[src/logic/fifo_flag_consts.vh]
// constants of the fifo flag block: register map, fields, reset values
`ifndef FIFO_FLAG_CONSTS_VH
`define FIFO_FLAG_CONSTS_VH

// register byte offsets
`define OFS_CTRL          12'h000
`define OFS_NEAR_FULL     12'h004
`define OFS_NEAR_EMPTY    12'h008
`define OFS_STATUS        12'h00c
`define OFS_INT_STAT      12'h010
`define OFS_INT_MASK      12'h014

// control register fields
`define CTRL_WR_CODE_LSB  0
`define CTRL_RD_CODE_LSB  4
`define CTRL_FLUSH_BIT    8

// status register fields
`define ST_EMPTY_BIT      0
`define ST_FULL_BIT       1
`define ST_NEAR_EMPTY_BIT 2
`define ST_NEAR_FULL_BIT  3
`define ST_LEVEL_LSB      16

// interrupt event bits
`define EV_FULL           0
`define EV_EMPTY          1
`define EV_NEAR_FULL      2
`define EV_NEAR_EMPTY     3
`define EV_OVERFLOW       4
`define EV_UNDERFLOW      5
`define EV_COUNT          6

// port width codes
`define WCODE_1           3'h0
`define WCODE_2           3'h1
`define WCODE_4           3'h2
`define WCODE_8           3'h3
`define WCODE_9           3'h4
`define WCODE_18          3'h5

// storage size in address units and counter width
`define FIFO_UNITS        13'h1000
`define LEVEL_W           13
`define THR_W             12

// reset values
`define RST_WR_CODE       3'h0
`define RST_RD_CODE       3'h0
`define RST_NEAR_FULL     12'hf00
`define RST_NEAR_EMPTY    12'h100
`define RST_INT_MASK      6'h00

`endif

[src/logic/fifo_flag_top.v]
// fifo flag block: apb registers, interrupt and flag tracking
//
// Contract
// near-empty rises when a read brings the address difference down to its threshold.
// near-empty stays up until the difference climbs above its threshold.
// with unequal port widths the near-full threshold counts write-width entries; the code compares it with the address-unit difference instead.
// thresholds are 12 bits; 9 and 18 bit words are scaled by 8 and 16.
// full rises when a whole write word no longer fits, empty when no whole read word.
// wide reads see empty until narrow writes have built one whole read word.
// wide writes see full until narrow reads have freed one whole write word.
// near-full rises at its threshold and falls when the difference drops below it.
//
// Our own choices: the placing of the registers and register access over APB.
`timescale 1ns/1ns
`include "fifo_flag_consts.vh"
module fifo_flag_top (
  // clock and reset
  input  wire                  clk_sys,
  input  wire                  resetn,
  // apb slave
  input  wire                  psel,
  input  wire                  penable,
  input  wire                  pwrite,
  input  wire [11:0]           paddr,
  input  wire [31:0]           pwdata,
  output reg  [31:0]           prdata,
  output reg                   pready,
  output reg                   pslverr,
  // user fifo ports
  input  wire                  wr_en,
  input  wire                  rd_en,
  // flags
  output wire                  full,
  output wire                  empty,
  output wire                  near_full_flag,
  output wire                  near_empty_flag,
  output wire [`LEVEL_W-1:0]   level,
  // interrupt
  output reg                   irq
);

  ////////////////////////////////////////////////////////////////////////////
  // helpers

  // address units taken by one word of a port; 9 and 18 bit words use 8 and 16
  function [`LEVEL_W-1:0] word_units;
    input [2:0] code;
    begin
      case (code)
        `WCODE_1:  word_units = 13'h0001;
        `WCODE_2:  word_units = 13'h0002;
        `WCODE_4:  word_units = 13'h0004;
        `WCODE_8:  word_units = 13'h0008;
        `WCODE_9:  word_units = 13'h0008;
        `WCODE_18: word_units = 13'h0010;
        default:   word_units = 13'h0001;
      endcase
    end
  endfunction

  // true when the offset is one of the mapped registers
  function mapped;
    input [11:0] ofs;
    begin
      mapped = (ofs == `OFS_CTRL) || (ofs == `OFS_NEAR_FULL) ||
               (ofs == `OFS_NEAR_EMPTY) || (ofs == `OFS_STATUS) ||
               (ofs == `OFS_INT_STAT) || (ofs == `OFS_INT_MASK);
    end
  endfunction

  ////////////////////////////////////////////////////////////////////////////
  // registers

  reg  [2:0]            wr_code;
  reg  [2:0]            rd_code;
  reg                   flush;
  reg  [`THR_W-1:0]     near_full_threshold;
  reg  [`THR_W-1:0]     near_empty_threshold;
  reg  [`EV_COUNT-1:0]  int_stat;
  reg  [`EV_COUNT-1:0]  int_mask;
  reg                   full_d;
  reg                   empty_d;
  reg                   near_full_d;
  reg                   near_empty_d;
  reg  [31:0]           next_prdata;
  wire                  setup_phase;
  wire                  wr_commit;
  wire [`EV_COUNT-1:0]  events;
  wire [`EV_COUNT-1:0]  w1c;
  wire [`EV_COUNT-1:0]  next_int_stat;
  wire [`LEVEL_W-1:0]   wr_units;
  wire [`LEVEL_W-1:0]   rd_units;

  assign setup_phase = psel & ~penable;
  assign wr_commit   = psel & penable & pready & pwrite & ~pslverr;
  assign wr_units    = word_units(wr_code);
  assign rd_units    = word_units(rd_code);

  ////////////////////////////////////////////////////////////////////////////
  // flag tracking

  fifo_level_track u_track (
    .clk_sys              (clk_sys),
    .resetn               (resetn),
    .flush                (flush),
    .wr_units             (wr_units),
    .rd_units             (rd_units),
    .near_full_threshold  (near_full_threshold),
    .near_empty_threshold (near_empty_threshold),
    .wr_en                (wr_en),
    .rd_en                (rd_en),
    .full                 (full),
    .empty                (empty),
    .near_full_flag       (near_full_flag),
    .near_empty_flag      (near_empty_flag),
    .level                (level)
  );

  ////////////////////////////////////////////////////////////////////////////
  // apb handshake: one wait-free access phase, error on unmapped offsets

  always @(posedge clk_sys or negedge resetn) begin
    if (!resetn) begin
      pready  <= 1'b0;
      pslverr <= 1'b0;
      prdata  <= 32'h0000_0000;
    end else begin
      pready  <= setup_phase;
      pslverr <= setup_phase & ~mapped(paddr);
      prdata  <= setup_phase ? next_prdata : 32'h0000_0000;
    end
  end

  // read data mux, reserved bits read zero
  always @* begin
    next_prdata = 32'h0000_0000;
    case (paddr)
      `OFS_CTRL: begin
        next_prdata[`CTRL_WR_CODE_LSB +: 3] = wr_code;
        next_prdata[`CTRL_RD_CODE_LSB +: 3] = rd_code;
      end
      `OFS_NEAR_FULL: begin
        next_prdata[`THR_W-1:0] = near_full_threshold;
      end
      `OFS_NEAR_EMPTY: begin
        next_prdata[`THR_W-1:0] = near_empty_threshold;
      end
      `OFS_STATUS: begin
        next_prdata[`ST_EMPTY_BIT]              = empty;
        next_prdata[`ST_FULL_BIT]               = full;
        next_prdata[`ST_NEAR_EMPTY_BIT]         = near_empty_flag;
        next_prdata[`ST_NEAR_FULL_BIT]          = near_full_flag;
        next_prdata[`ST_LEVEL_LSB +: `LEVEL_W] = level;
      end
      `OFS_INT_STAT: begin
        next_prdata[`EV_COUNT-1:0] = int_stat;
      end
      `OFS_INT_MASK: begin
        next_prdata[`EV_COUNT-1:0] = int_mask;
      end
      default: begin
        next_prdata = 32'h0000_0000;
      end
    endcase
  end

  ////////////////////////////////////////////////////////////////////////////
  // writable registers; flush is a one-cycle pulse

  always @(posedge clk_sys or negedge resetn) begin
    if (!resetn) begin
      wr_code              <= `RST_WR_CODE;
      rd_code              <= `RST_RD_CODE;
      flush                <= 1'b0;
      near_full_threshold  <= `RST_NEAR_FULL;
      near_empty_threshold <= `RST_NEAR_EMPTY;
      int_mask             <= `RST_INT_MASK;
    end else begin
      flush <= 1'b0;
      if (wr_commit) begin
        case (paddr)
          `OFS_CTRL: begin
            wr_code <= pwdata[`CTRL_WR_CODE_LSB +: 3];
            rd_code <= pwdata[`CTRL_RD_CODE_LSB +: 3];
            flush   <= pwdata[`CTRL_FLUSH_BIT];
          end
          `OFS_NEAR_FULL: begin
            near_full_threshold <= pwdata[`THR_W-1:0];
          end
          `OFS_NEAR_EMPTY: begin
            near_empty_threshold <= pwdata[`THR_W-1:0];
          end
          `OFS_INT_MASK: begin
            int_mask <= pwdata[`EV_COUNT-1:0];
          end
          default: begin
            flush <= 1'b0;
          end
        endcase
      end
    end
  end

  ////////////////////////////////////////////////////////////////////////////
  // interrupt: sticky events (flag rising edges, refused writes and reads), write one to clear, set wins

  assign events[`EV_FULL]       = full & ~full_d;
  assign events[`EV_EMPTY]      = empty & ~empty_d;
  assign events[`EV_NEAR_FULL]  = near_full_flag & ~near_full_d;
  assign events[`EV_NEAR_EMPTY] = near_empty_flag & ~near_empty_d;
  assign events[`EV_OVERFLOW]   = wr_en & full;  // refused write
  assign events[`EV_UNDERFLOW]  = rd_en & empty; // refused read

  assign w1c           = (wr_commit && paddr == `OFS_INT_STAT) ? pwdata[`EV_COUNT-1:0] : {`EV_COUNT{1'b0}};
  assign next_int_stat = (int_stat & ~w1c) | events;

  // edge history, status and the registered interrupt line
  always @(posedge clk_sys or negedge resetn) begin
    if (!resetn) begin
      full_d       <= 1'b0;
      empty_d      <= 1'b1;
      near_full_d  <= 1'b0;
      near_empty_d <= 1'b1;
      int_stat     <= {`EV_COUNT{1'b0}};
      irq          <= 1'b0;
    end else begin
      full_d       <= full;
      empty_d      <= empty;
      near_full_d  <= near_full_flag;
      near_empty_d <= near_empty_flag;
      int_stat     <= next_int_stat;
      irq          <= |(next_int_stat & int_mask);
    end
  end

endmodule

[src/logic/fifo_level_track.v]
// occupancy counter and flag generation for the fifo ports
`timescale 1ns/1ns
`include "fifo_flag_consts.vh"
module fifo_level_track (
  // clock and reset
  input  wire                  clk_sys,
  input  wire                  resetn,
  // configuration
  input  wire                  flush,
  input  wire [`LEVEL_W-1:0]   wr_units,
  input  wire [`LEVEL_W-1:0]   rd_units,
  input  wire [`THR_W-1:0]     near_full_threshold,
  input  wire [`THR_W-1:0]     near_empty_threshold,
  // user ports
  input  wire                  wr_en,
  input  wire                  rd_en,
  // flags and level
  output reg                   full,
  output reg                   empty,
  output reg                   near_full_flag,
  output reg                   near_empty_flag,
  output reg  [`LEVEL_W-1:0]   level
);

  reg  [`LEVEL_W-1:0] next_level;
  wire                wr_take;
  wire                rd_take;

  // a word moves only while its whole width fits or is present
  assign wr_take = wr_en & ~full;
  assign rd_take = rd_en & ~empty;

  // write-minus-read address difference after this cycle
  always @* begin
    next_level = level;
    if (flush) begin
      next_level = {`LEVEL_W{1'b0}};
    end else begin
      if (wr_take) begin
        next_level = next_level + wr_units;
      end
      if (rd_take) begin
        next_level = next_level - rd_units;
      end
    end
  end

  // flags follow the new difference each cycle
  always @(posedge clk_sys or negedge resetn) begin
    if (!resetn) begin
      level           <= {`LEVEL_W{1'b0}};
      full            <= 1'b0;
      empty           <= 1'b1;
      near_full_flag  <= 1'b0;
      near_empty_flag <= 1'b1;
    end else begin
      level           <= next_level;
      full            <= (next_level + wr_units) > `FIFO_UNITS;
      empty           <= next_level < rd_units;
      near_full_flag  <= next_level >= {1'b0, near_full_threshold}; // R8; the threshold is compared in address units, not write-width entries
      near_empty_flag <= next_level <= {1'b0, near_empty_threshold};
    end
  end

endmodule

[config.mk]
export PLATFORM = sky130hd
export DESIGN_NAME = fifo_flag_top
export DESIGN_NICKNAME = d
export VERILOG_FILES = /design/src/logic/fifo_flag_top.v /design/src/logic/fifo_level_track.v
export VERILOG_INCLUDE_DIRS = /design/src /design/src/logic
export SDC_FILE = /design/constraint.sdc
export NUM_CORES = 1
export LEC_CHECK = 0
export ABC_AREA = 1
export BUFFER_PORTS_ARGS = -buffer_cell sky130_fd_sc_hd__buf_2
export CAP_MARGIN = 10
export CORE_ASPECT_RATIO = 0.75
export CORE_MARGIN = 5
export CORE_UTILIZATION = 37
export CTS_CLUSTER_DIAMETER = 100
export CTS_CLUSTER_SIZE = 14
export DETAILED_ROUTE_END_ITERATION = 16
export PLACE_DENSITY = 0.63
export SYNTH_ARGS = -nofsm -noshare
export SYNTH_HDL_FRONTEND = slang
export SYNTH_HIERARCHICAL = 1
export SYNTH_SLANG_ARGS = --single-unit
[constraint.sdc]
create_clock -name clk_sys -period 10.34 [get_ports clk_sys]
set_clock_uncertainty 0.1 [all_clocks]
set_input_delay 2.068 -clock clk_sys [delete_from_list [all_inputs] [get_ports clk_sys]]
set_output_delay 2.068 -clock clk_sys [all_outputs]
set_load 0.02 [all_outputs]
# Yosys cells after proc, flatten, opt, wreduce, memory -nomap -nowiden
# Index checks and enable logic that the tools add are counted.
[totals]
ff_bits = 96
out_inout_bits = 52
[classes]
addsub = 3
magnitude_cmp = 4
eq_ne = 15
mux = 16
bitwise = 27
reduce_logical = 14
[ops]
columns = ["op", "count"]
rows = [
  ["2-to-1 mux 13 bit", 5],
  ["case mux 5 bit (4 select lines)", 2],
  ["2-to-1 mux 29 bit", 1],
  ["adder 13 x 5 -> 13 bit", 2],
  ["== test 12 x 4 -> 1 bit (second input constant)", 2],
  ["== test 12 x 5 -> 1 bit (second input constant)", 2],
  ["case mux 3 bit (6 select lines)", 1],
  ["bitwise AND 1 bit", 14],
  [">= comparator 13 x 12 -> 1 bit", 1],
  ["> comparator 13 bit (second input constant)", 1],
  ["less-or-equal comparator 13 x 12 -> 1 bit", 1],
  ["< comparator 13 x 5 -> 1 bit", 1],
  ["subtractor 13 x 5 -> 13 bit", 1],
  ["bitwise AND 6 bit", 2],
  ["== test 12 x 3 -> 1 bit (second input constant)", 1],
  ["== test 3 x 2 -> 1 bit (second input constant)", 4],
  ["== test 3 bit (second input constant)", 4],
  ["zero test 12 bit", 1],
  ["case mux 2 bit (5 select lines)", 1],
  ["case mux 5 bit (2 select lines)", 1],
  ["inverter 1 bit", 9],
  ["AND reduction 2 bit", 4],
  ["== test 3 x 1 -> 1 bit (second input constant)", 2],
  ["2-to-1 mux 6 bit", 1],
  ["other kinds (9)", 15],
]

# Depth between registers and ports, before layout
# Gate-level depths: netlist (run 1).
[logic_depth]
depth_word = 11
depth_mapped = 32
mapped_depth_nobuf = 32

# Cells and area by module
# The synthesis (run 1) kept the hierarchy.
[by_module_without_submodules]
columns = ["mod", "instances", "cells_per_inst", "area_per_inst_um2", "seq_area_each_um2"]
rows = [
  ["fifo_level_track", 1, 524, 3550.9, 427.9],
  ["fifo_flag_top", 1, 389, 3326.9, 1885.6],
]

# Worst setup path before layout (run 1)
# Ideal clock, no wire load.
[synth_timing]
path_kind = "input -> register"
from = "in wr_en"
to = "reg u_track.full"
arrival_time_ns = 5.255
slack_ns = 4.862
stages = 25
path_buffers = 3
cell_sequence = "inv_1 -> or2_0 -> buf_2 -> inv_2 -> buf_6 -> buf_2 -> a21oi_1 -> ha_1 -> nand2_1 -> nor4_1 -> nor2_1 -> o21ai_1 -> o21ai_0 -> a21oi_1 -> nor2_1 -> ha_1 -> nand2_1 -> inv_1 -> a21boi_2 -> nand2_1 -> xor2_1 -> nor3_2 -> nand3_1 -> nor3_1 -> nor2_2"
[synth_between]
elab_chain_cells = 8
[synth_lines]
columns = ["item", "line", "source"]
rows = [
  ["start, declared", "fifo_flag_top.v:30", "input wire wr_en,"],
  ["bitwise AND 1 bit (*)", "fifo_level_track.v:30", "assign wr_take = wr_en & ~full;"],
  ["2-to-1 mux 13 bit (*)", "fifo_level_track.v:39", "if (wr_take) begin"],
  ["2-to-1 mux 13 bit (*)", "fifo_level_track.v:36", "if (flush) begin"],
  ["subtractor 13 x 5 -> 13 bit", "fifo_level_track.v:43", "next_level = next_level - rd_units;"],
  ["2-to-1 mux 13 bit (*)", "fifo_level_track.v:42", "if (rd_take) begin"],
  ["2-to-1 mux 13 bit (*)", "fifo_level_track.v:36", ""],
  ["named net u_track.next_level[7]", "fifo_level_track.v:25", "reg [`LEVEL_W-1:0] next_level;"],
  ["adder 13 x 5 -> 13 bit (*)", "fifo_level_track.v:58", "full <= (next_level + wr_units) > `FIFO_UNITS;"],
  ["> comparator 13 bit (no line) (*)", "-", ""],
  ["end signal, assigned", "fifo_level_track.v:58", ""],
  ["end, declared", "fifo_level_track.v:18", "output reg full,"],
]
# Mark *: on every way through the listed nets, which the timed path passes. The rest lies on a longest branch. The select of a mux whose other input is x is not followed.
# A chain may end at the register's enable or synchronous reset.

# Worst setup path after layout (run 1)
[layout_timing]
from = "reg wr_code[2]"
to = "reg u_track.full"
[layout_between]
elab_chain_cells = 11
word_cells_on_any_way = 15
classes_between = "3 x add/sub; 1 x order compare; 5 x eq/ne; 5 x mux; 1 x reduce/logical"
[layout_lines]
columns = ["item", "line", "source"]
rows = [
  ["start, declared", "fifo_flag_top.v:74", "reg [2:0] wr_code;"],
  ["start signal, assigned", "fifo_flag_top.v:172", "wr_code <= `RST_WR_CODE;"],
  ["start signal, assigned", "fifo_flag_top.v:183", "wr_code <= pwdata[`CTRL_WR_CODE_LSB +: 3];"],
  ["== test 3 bit or == test 3 x 2 -> 1 bit (tied branches)", "fifo_flag_top.v:49", "case (code)"],
  ["OR reduction 2 bit (no line)", "-", ""],
  ["case mux 5 bit (4 select lines) (*)", "fifo_flag_top.v:49", ""],
  ["named net wr_units[1]", "fifo_flag_top.v:91", "wire [`LEVEL_W-1:0] wr_units;"],
  ["adder 13 x 5 -> 13 bit (*)", "fifo_level_track.v:40", "next_level = next_level + wr_units;"],
  ["2-to-1 mux 13 bit (*)", "fifo_level_track.v:39", ""],
  ["2-to-1 mux 13 bit (*)", "fifo_level_track.v:36", ""],
  ["subtractor 13 x 5 -> 13 bit", "fifo_level_track.v:43", ""],
  ["2-to-1 mux 13 bit (*)", "fifo_level_track.v:42", ""],
  ["2-to-1 mux 13 bit (*)", "fifo_level_track.v:36", ""],
  ["named net u_track.next_level[10]", "fifo_level_track.v:25", ""],
  ["adder 13 x 5 -> 13 bit (*)", "fifo_level_track.v:58", ""],
  ["> comparator 13 bit (no line) (*)", "-", ""],
]
# Marks and branches as above.

==> flow_metrics.tcl, run 1 <==
set metrics [dict create \
    status "finished clean" \
    worstPathMaxFanout 5 \
    finalSetupTns_ns 0 \
    num_antenna_cells 0 \
    drt-total-wl_um 17600 \
    holdCritPathClass "register to register" \
    worst_pin_slew_ns 0.975 \
    synth_flop_cell "dfrtp_1" \
    yosysMostFrequentCell "nand2_1" \
    drive_above_1_share_pct 16.3 \
    die-width_um 167 \
    fmax_ghz 0.161 \
    synth_cell_types 53 \
    crit_path_start_kind "register" \
    arrival_ns 6.35 \
    nNetsFinal 1133 \
    die-area_um2 21400 \
    grt_usage_pct 16.7 \
    ys_ff_latch 92 \
    grt_start_max_net_pins 56 \
    synth.area.top_cells "dfrtp_1 30%, ha_1 13%, nand2_1 12%, inv_1 6.4%, a21oi_1 4.0%" \
    yosys.area.top_type_share_pct 30.2 \
    area_delta_synth_final_pct 13.9 \
    worstHoldStart "u_track/near_empty_flag$_DFF_PN1_" \
    htree_num_levels 3 \
    clk_latency_ns 0.35 \
    synth_cells 913 \
    async_flop_share_pct 100 \
    stdcell_count 1259 \
    hold_depth 0 \
    synth_area_leader_cell "dfrtp_1" \
    overflow 0 \
    crit_type "register to register" \
    post_cts_resized 0 \
    slew_headroom_pct 34.5 \
    slew_violations 0 \
    holdPathEnd "near_empty_d$_DFF_PN1_" \
    antenna_found_initial 0 \
    vias 6053 \
    drt_iter0_markers 424 \
    post-route-drc-count 0 \
    post-route-period-util_pct 60.1 \
    crit_top_cell "nand2_1" \
    cts_setup_buffers 0 \
    r2r_end "u_track/full$_DFF_PN0_" \
    r2r_start "wr_code[2]$_DFFE_PN0P_" \
    synth_area_um2 6880 \
    clockRootBuffer "clkbuf_16" \
    leakage_nw 3.86 \
    core-area_um2 18400 \
    port_buffers 75 \
    min_period_ns 6.22 \
    die_h_um 128 \
    grt_pass1_wl_um 28600 \
    synth_edf_count 0 \
    hold_viol 0 \
    worst_hold_slack_ns 0.297 \
    wl_per_cell_um 14.0 \
    ir_drop_v 0.000108 \
    start_util_pct 37.4 \
    routed_via_density 4.81 \
    fp-row-count 43 \
    avgSynthCellArea_um2 7.53 \
    place_inst 1243 \
    cts.sinks 92 \
    p_per_area_nw_per_um2 265 \
    required_ns 10.47 \
    grt_setup_unrepaired "no" \
    gp_congestion 0.894 \
    ant_nets 0 \
    finalSetupViolations 0 \
    clkTransAtPathRegs_ns 0.07 \
    synth_common_cells "229 x nand2_1, 117 x inv_1, 83 x dfrtp_1" \
    clk_path_buf_depth 2 \
    dr.pass1.iters 7 \
    crit_path_end_kind "register" \
    fillerInstances 1888 \
    ys_seq_area_share_pct 33.6 \
    cts_tree "done" \
    worst-r2r-setup-slack_ns 4.12 \
    cp_slowest_cell "nor3_1" \
    pin_count 103 \
    grt_pass1_vias 5450 \
    cts_buffers 9 \
    rr_worst_depth 28 \
    cpPeakStageDelay_ns 0.81 \
    hold_buffers 0 \
    yosysWarnings 6 \
    cap_viol_max_count 0 \
    hpwl_um 14100 \
]
report_power, final:
group          internal, mW  leakage, nW  switching [mW]  total [mW]
Clock                 0.192        0.147           0.153       0.344
Combinational         0.470         2.55           0.809        1.28
Sequential            0.404         1.17          0.0498       0.454
Total                  1.07         3.86            1.01        2.08
cell families (layout without fill, tap and decap cells):
logic type      after synthesis  after routing  share of synthesized area (%)
buf+inv                     156            222                           9.59
fa+ha+maj                    75             75                           14.0
flops                        92             92                           33.6
other cells                   1             34                         0.0545
xor+xnor                     19             19                           2.42
compound gates              160            160                           13.1
simple gates                410            410                           27.3
metal layers:
metal / part of all wire [%] / track usage, % / up-vias
li1: - / - / 3135
met1: 53 / 26.5 / 2724
met2: 40 / 23.5 / 187
met3: 6.1 / 3.24 / 7
met4: 0.56 / 2.72 / 0
met5: 0 / 0 / -
metrics by stage:
stage               total power, mW  area [um2]  setup WS, ns  utilization [%]
floorplan                      1.42        7000          4.86                -
finish                         2.08        7840          4.12             42.6
global placement               1.70        7520          4.05             40.9
CTS                            2.08        7840          4.23             42.6
detailed placement             1.72        7520          4.01             40.9
global route                   2.29        7840          3.64             42.6
flip-flops by register name (all words and copies together), names as in the netlist, 3 cells and up:
| signal | flops |
|---|---|
| prdata | 25 |
| wr_code | 3 |
| u_track/level | 13 |
| int_mask | 6 |
| rd_code | 3 |
| int_stat | 6 |
| near_empty_threshold | 12 |
| near_full_threshold | 12 |
critical path: cells and delay by family, from the launching register on:
kind / cells / cell delay [ns]
DFF: 1 / 0.42
AOI/OAI and AO/OA: 8 / 1.43
and+or+nand+nor: 14 / 2.67
adders and majority gates: 4 / 1.38
buffers and inverters: 2 / 0.09
how the worst max path moves through the flow:
stage                      startpoint  slack [ns]                      to
2_1_floorplan                   wr_en        4.86  u_track/full$_DFF_PN0_
3_3_place_gp                    wr_en        4.05  u_track/full$_DFF_PN0_
3_5_place_dp                    wr_en        4.01  u_track/full$_DFF_PN0_
4_1_cts        wr_code[2]$_DFFE_PN0P_        4.23  u_track/full$_DFF_PN0_
5_1_grt        wr_code[2]$_DFFE_PN0P_        3.64  u_track/full$_DFF_PN0_
6_report       wr_code[2]$_DFFE_PN0P_        4.12  u_track/full$_DFF_PN0_
cell type report:
type                       instances  area [um2]  share of cell area [%]
clock buffer                       9         225                    2.87
clock inverter                     7        86.3                    1.10
inverter                         130         488                    6.23
multi-input combinational        698        4030                    51.4
sequential                        92        2310                    29.5
tap                              247         309                    3.94
timing repair buffer              76         385                    4.92
layout by cell type (no fill, tap or decap), types with 10 or more instances in the layout:
cell     count
buf_2       74
o21ai_1     42
inv_1      117
nor3_1      11
nand3_1     38
inv_2       11
o21ai_0     31
nand2_2     15
xor2_1      10
conb_1      34
nand2_1    229
nor2_2      14
nor2_1      62
ha_1        72
dfrtp_1     83
nand4_1     13
a21oi_1     55
Power figures use the tool's default switching activity.
==> run 2: changes to the inputs <==
- PLACE_DENSITY: 0.63 -> 0.65
- clock period: 10.34 -> 5.3 ns (I/O delays scaled with it)
==> run 2 against run 1 <==
Count of clock-buffer cells in the layout unchanged. Total power up 110%. Via count up 2.5%. Global-route usage up 0.59 points. Register-to-register slack worse by 3.7 ns. Flip-flop and latch count unchanged. Highest routed layer unchanged.
==> flow_metrics.tcl, run 2 (synthesis gave the netlist of run 1 again) <==
set metrics [dict create \
    die-width_um 167 \
    core-area_um2 18400 \
    die_h_um 128 \
    reg.largest.list "prdata (25), u_track/level (13)" \
    worst_pin_slew_ns 0.935 \
    holdCritPathClass "register to register" \
    htree_num_levels 3 \
    place_area_um2 7700 \
    dr.pass1.iters 5 \
    post-route-drc-count 0 \
    antenna_found_initial 0 \
    clk_path_buf_depth 2 \
    cts.sinks 92 \
    ir_drop_v 0.000199 \
    hpwl_um 14600 \
    grt_pass1_vias 5690 \
    hold_depth 0 \
    setup_ws_ns 0.373 \
    fin_area_um2 8130 \
    fmax_ghz 0.203 \
    grt_use_met2_pct 23.6 \
    gp_congestion 0.903 \
    largest_reg_flops 25 \
    crit_top_cell "nand2_1" \
    area_delta_synth_final_pct 18.1 \
    cpLargestDelayFamily "simple AND/OR/NAND/NOR gates" \
    drt_iter0_markers 444 \
    post-route-period-util_pct 93.0 \
    cp_slowest_cell "dfrtp_1" \
    required_ns 5.49 \
    worst-r2r-setup-slack_ns 0.37 \
    grt_start_max_net_pins 50 \
    holdPathEnd "near_empty_d$_DFF_PN1_" \
    grt_busiest_layer "met1" \
    p_per_area_nw_per_um2 533 \
    wl_per_cell_um 14.3 \
    final_common_cell "nand2_1" \
    r2r_start "wr_code[1]$_DFFE_PN0P_" \
    status "finished clean" \
    routed_via_density 4.83 \
    layout_common_cells "228 x nand2_1, 116 x inv_1, 83 x dfrtp_1" \
    start_util_pct 37.4 \
    leakage_nw 3.99 \
    dp_slack_ns 0.161 \
    place_inst 1266 \
    worst_hold_slack_ns 0.289 \
    slew_violations 0 \
    nNetsFinal 1158 \
    port_buffers 75 \
    r2r_end "u_track/full$_DFF_PN0_" \
    cpPeakStageDelay_ns 0.42 \
    drt-total-wl_um 18400 \
    num_antenna_cells 0 \
    arrival_ns 5.12 \
    pin_count 103 \
    gr-usage-met1_pct 26.8 \
    cts_buffers 9 \
    ant_nets 0 \
    die-area_um2 21400 \
    regMostFlops "prdata" \
    grt_setup_unrepaired "yes" \
    worstHoldStart "u_track/near_empty_flag$_DFF_PN1_" \
    clkTransAtPathRegs_ns 0.07 \
    crit_path_start_kind "register" \
    vias 6207 \
    overflow 0 \
    grt_pass1_wl_um 29400 \
    crit_type "register to register" \
    cap_viol_max_count 0 \
    finalSetupViolations 0 \
    min_period_ns 4.93 \
    clk_latency_ns 0.36 \
    hold_viol 0 \
    grt_use_met3_pct 3.98 \
    worstPathMaxFanout 4 \
    fillerInstances 1876 \
    drive_above_1_share_pct 20.8 \
    grt_usage_pct 17.2 \
    path_buf_inv 4 \
    stdcell_count 1284 \
    rr_worst_depth 32 \
    cts_tree "done" \
    fp-row-count 43 \
    slew_headroom_pct 37.4 \
    crit_path_end_kind "register" \
    clockRootBuffer "clkbuf_16" \
]
run 2: final cells by class:
class / instances / area [um2] / area share [%]
Multi-Input combinational cell: 698 / 4150 / 51.1
Clock buffer: 9 / 225 / 2.77
Timing Repair Buffer: 101 / 573 / 7.05
Sequential cell: 92 / 2310 / 28.5
Clock inverter: 7 / 67.6 / 0.832
Inverter: 130 / 488 / 6.01
Tap cell: 247 / 309 / 3.80
run 2: metrics by stage:
stage	utilization (%)	TNS, ns	power [mW]
final	44.2	0	4.33
after global routing	44.2	-0.0241	4.72
after CTS	43.4	0	4.22
after detailed placement	41.8	0	3.56
after global placement	41.8	0	3.51
after floorplan	-	0	2.78
run 2: power by group:
part           leakage [nW]  internal, mW  switching (mW)
registers              1.17         0.787          0.0990
logic                  2.69          1.09            1.72
clock network         0.133         0.329           0.307
total                  3.99          2.21            2.12
run 2: metal layers:
metal  vias to the layer above  wire (um)
li1                       3185          -
met1                      2843       9820
met2                       160       7080
met3                        19       1140
met4                         0        359
met5                         -          0
run 2: what timing repair did:
item,CTS,global route
resized for setup,0,31
setup endpoints to repair,0,4
setup buffers,0,2
hold buffers,0,0
run 2: worst register-to-register path, delay by kind of cell (launching register included):
kind	cells	cell delay, ns
AOI/OAI and AO/OA	7	1.19
xor gates and xnor gates	2	0.25
adders and majority gates	4	1.23
DFF	1	0.42
buffers and inverters	4	0.26
and+or+nand+nor	15	1.41
run 2: how the worst max path moves through the flow:
stage / startpoint / endpoint / slack [ns] / cells after the start
CTS: wr_code[1]$_DFFE_PN0P_ / u_track/full$_DFF_PN0_ / 0.13 / 33
global placement: wr_code[1]$_DFFE_PN0P_ / u_track/full$_DFF_PN0_ / 0.24 / 32
floorplan: wr_code[2]$_DFFE_PN0P_ / u_track/full$_DFF_PN0_ / 0.55 / 29
detailed placement: wr_code[1]$_DFFE_PN0P_ / u_track/full$_DFF_PN0_ / 0.16 / 33
finish: wr_code[1]$_DFFE_PN0P_ / u_track/full$_DFF_PN0_ / 0.37 / 32
global route: wr_code[1]$_DFFE_PN0P_ / u_track/full$_DFF_PN0_ / -0.02 / 32
==> run 3: changes to the inputs <==
- ABC_AREA: 1 -> not set
==> run 3 against run 2 <==
Total power increased by 1.0%. Critical path depth is 9 lower. Final area is 0.68% lower. Routed wire length shrank 4.3%. Largest power group unchanged. Critical path type unchanged. Area after synthesis fell by 1.5%. Global-route usage is 0.49 points lower. Sequential power about the same. Final cell count is 15% lower.
==> flow_metrics.tcl, run 3 <==
set metrics [dict create \
    fillerInstances 1701 \
    die-width_um 166 \
    wl_per_cell_um 16.1 \
    crit_path_end_kind "register" \
    layout_common_cells "83 x dfrtp_1, 74 x buf_2, 70 x ha_1" \
    drive_above_1_share_pct 24.7 \
    ys_seq_area_share_pct 34.2 \
    synth_xor_area_share_pct 2.33 \
    async_flop_share_pct 100 \
    routed_via_density 5.13 \
    reg.largest.list "prdata (25), u_track/level (13)" \
    setup_ws_ns 0.281 \
    synth_area_leader_cell "dfrtp_1" \
    vias 5605 \
    htree_num_levels 3 \
    crit_type "register to register" \
    yosys.area.top_type_share_pct 30.7 \
    die-area_um2 21100 \
    synth_flop_cell "dfrtp_1" \
    cpLargestDelayFamily "compound AO/OA/AOI/OAI gates" \
    die_h_um 127 \
    final_common_cell "dfrtp_1" \
    drt_iter0_markers 386 \
    synth_fa_ha_area_share_pct 14.2 \
    start_util_pct 38.0 \
    holdPathEnd "near_empty_d$_DFF_PN1_" \
    cts.sinks 92 \
    clk_latency_ns 0.35 \
    nNetsFinal 972 \
    worstPathMaxFanout 7 \
    core-area_um2 17800 \
    hold_depth 0 \
    gp_congestion 0.894 \
    synth_cell_types 70 \
    grt_usage_pct 16.7 \
    grt_busiest_layer "met1" \
    clkTransAtPathRegs_ns 0.07 \
    grt_pass1_vias 5364 \
    dp_slack_ns 0.0377 \
    cts_tree "done" \
    overflow 0 \
    grt_pass1_wl_um 28500 \
    yosysWarnings 6 \
    regMostFlops "prdata" \
    synth_common_cells "83 x dfrtp_1, 72 x ha_1, 56 x nand2_1" \
    r2r_end "u_track/near_empty_flag$_DFF_PN1_" \
    ys_ff_latch 92 \
    cts_buffers 9 \
    fmax_ghz 0.199 \
    hold_viol 0 \
    area_delta_synth_final_pct 19.1 \
    slew_violations 0 \
    avgSynthCellArea_um2 9.45 \
    finalPower_mw 4.38 \
    num_antenna_cells 0 \
    clk_path_buf_depth 2 \
    synth_top_family_by_area "simple AND/OR/NAND/NOR gates" \
    stdcell_count 1093 \
    post-route-period-util_pct 94.7 \
    min_period_ns 5.02 \
    arrival_ns 5.19 \
    synth_cells 717 \
    r2r_start "wr_code[2]$_DFFE_PN0P_" \
    rr_worst_depth 23 \
    synth_edf_count 0 \
    worst_hold_slack_ns 0.307 \
    yosysMostFrequentCell "dfrtp_1" \
    crit_top_cell "buf_4" \
    largest_reg_flops 25 \
    fp-row-count 42 \
    path_buf_inv 4 \
    synth.area.top_cells "dfrtp_1 31%, ha_1 13%, dfstp_2 3.5%, mux2_2 3.5%, a21oi_1 3.1%" \
    grt_use_met3_pct 3.68 \
    clockRootBuffer "clkbuf_16" \
    synth_simple_gate_area_share_pct 18.0 \
    synth_area_um2 6770 \
    crit_chain "buf_4 > nor3b_2 > buf_4 > fa_2 > mux2i_2 > inv_1 > ha_1 > nor2b_1 > o21ai_0 > a21boi_1 > o211ai_1 > nand2_1 > a21oi_1 > xor2_1 > a211oi_1 > buf_4 > ha_1 > a21o_1 > a21oi_1 > o21ai_0 > a21o_1 > a211o_1 > a21oi_2" \
    worst-r2r-setup-slack_ns 0.28 \
    crit_path_start_kind "register" \
    grt_start_max_net_pins 58 \
    required_ns 5.47 \
    place_inst 1076 \
    pin_count 103 \
    status "finished clean" \
    p_per_area_nw_per_um2 542 \
    finalSetupViolations 0 \
    grt_use_met2_pct 24.3 \
    worstHoldStart "u_track/near_empty_flag$_DFF_PN1_" \
    drt-total-wl_um 17600 \
    cp_slowest_cell "fa_2" \
    port_buffers 75 \
    hpwl_um 13900 \
    slew_headroom_pct 33.3 \
    hold_buffers 0 \
    leakage_nw 3.83 \
    gr-usage-met1_pct 25.7 \
    cap_viol_max_count 0 \
    antenna_found_initial 0 \
    dr.pass1.iters 5 \
    finalSetupTns_ns 0 \
    ant_nets 0 \
    cpPeakStageDelay_ns 0.45 \
    synth_compound_gate_area_share_pct 16.6 \
    synthMuxAreaShare_pct 9.14 \
    ir_drop_v 0.000237 \
    post-route-drc-count 0 \
    worst_pin_slew_ns 0.993 \
    holdCritPathClass "register to register" \
]
## run 3: cell families after synthesis
family          after synthesis
compound gates              171
fa+ha+maj                    75
mux                          53
flops                        92
simple gates                225
other cells                   1
buf+inv                      82
xor+xnor                     18
## run 3: metal layers
metal / vias to the layer above / part of all wire [%] / routed length (um)
met1: 2649 / 53 / 9290
met2: 151 / 41 / 7160
met3: 14 / 5.8 / 1020
met4: 0 / 0.86 / 152
li1: 2791 / - / -
met5: - / 0 / 0
## run 3: layout make-up
cell class	instances	area, um2	area share (%)
Inverter	55	206	2.56
Clock inverter	6	47.5	0.589
Timing Repair Buffer	114	674	8.36
Tap cell	242	303	3.75
Multi-Input combinational cell	574	4300	53.2
Sequential cell	92	2310	28.7
Clock buffer	10	229	2.84
## run 3: worst max path at each step
stage	startpoint	end	slack, ns	cells after the start
floorplan	wr_en	u_track/empty$_DFF_PN1_	0.15	23
global placement	wr_code[1]$_DFFE_PN0P_	u_track/full$_DFF_PN0_	0.03	28
detailed placement	wr_code[1]$_DFFE_PN0P_	u_track/full$_DFF_PN0_	0.04	26
CTS	wr_code[1]$_DFFE_PN0P_	u_track/full$_DFF_PN0_	0.05	28
global route	wr_code[1]$_DFFE_PN0P_	u_track/full$_DFF_PN0_	-0.03	28
finish	wr_code[2]$_DFFE_PN0P_	u_track/near_empty_flag$_DFF_PN1_	0.28	23
## run 3: repair_timing
item	CTS	global route
resized for setup	2	28
pin swaps	0	7
endpoints found under the setup margin	1	4
setup buffers	0	1
## run 3: power by group
group          internal [mW]  total [mW]  switching (mW)
clock                  0.324       0.614           0.290
sequential             0.794       0.886          0.0917
combinational           1.26        2.88            1.62
total                   2.38        4.38            2.00
## run 3: stage by stage
stage | util (%) | area [um2]
final | 45.3 | 8070
after global routing | 45.3 | 8070
after CTS | 44.7 | 7970
after detailed placement | 43.1 | 7690
after global placement | 43.1 | 7690
after floorplan | - | 6890
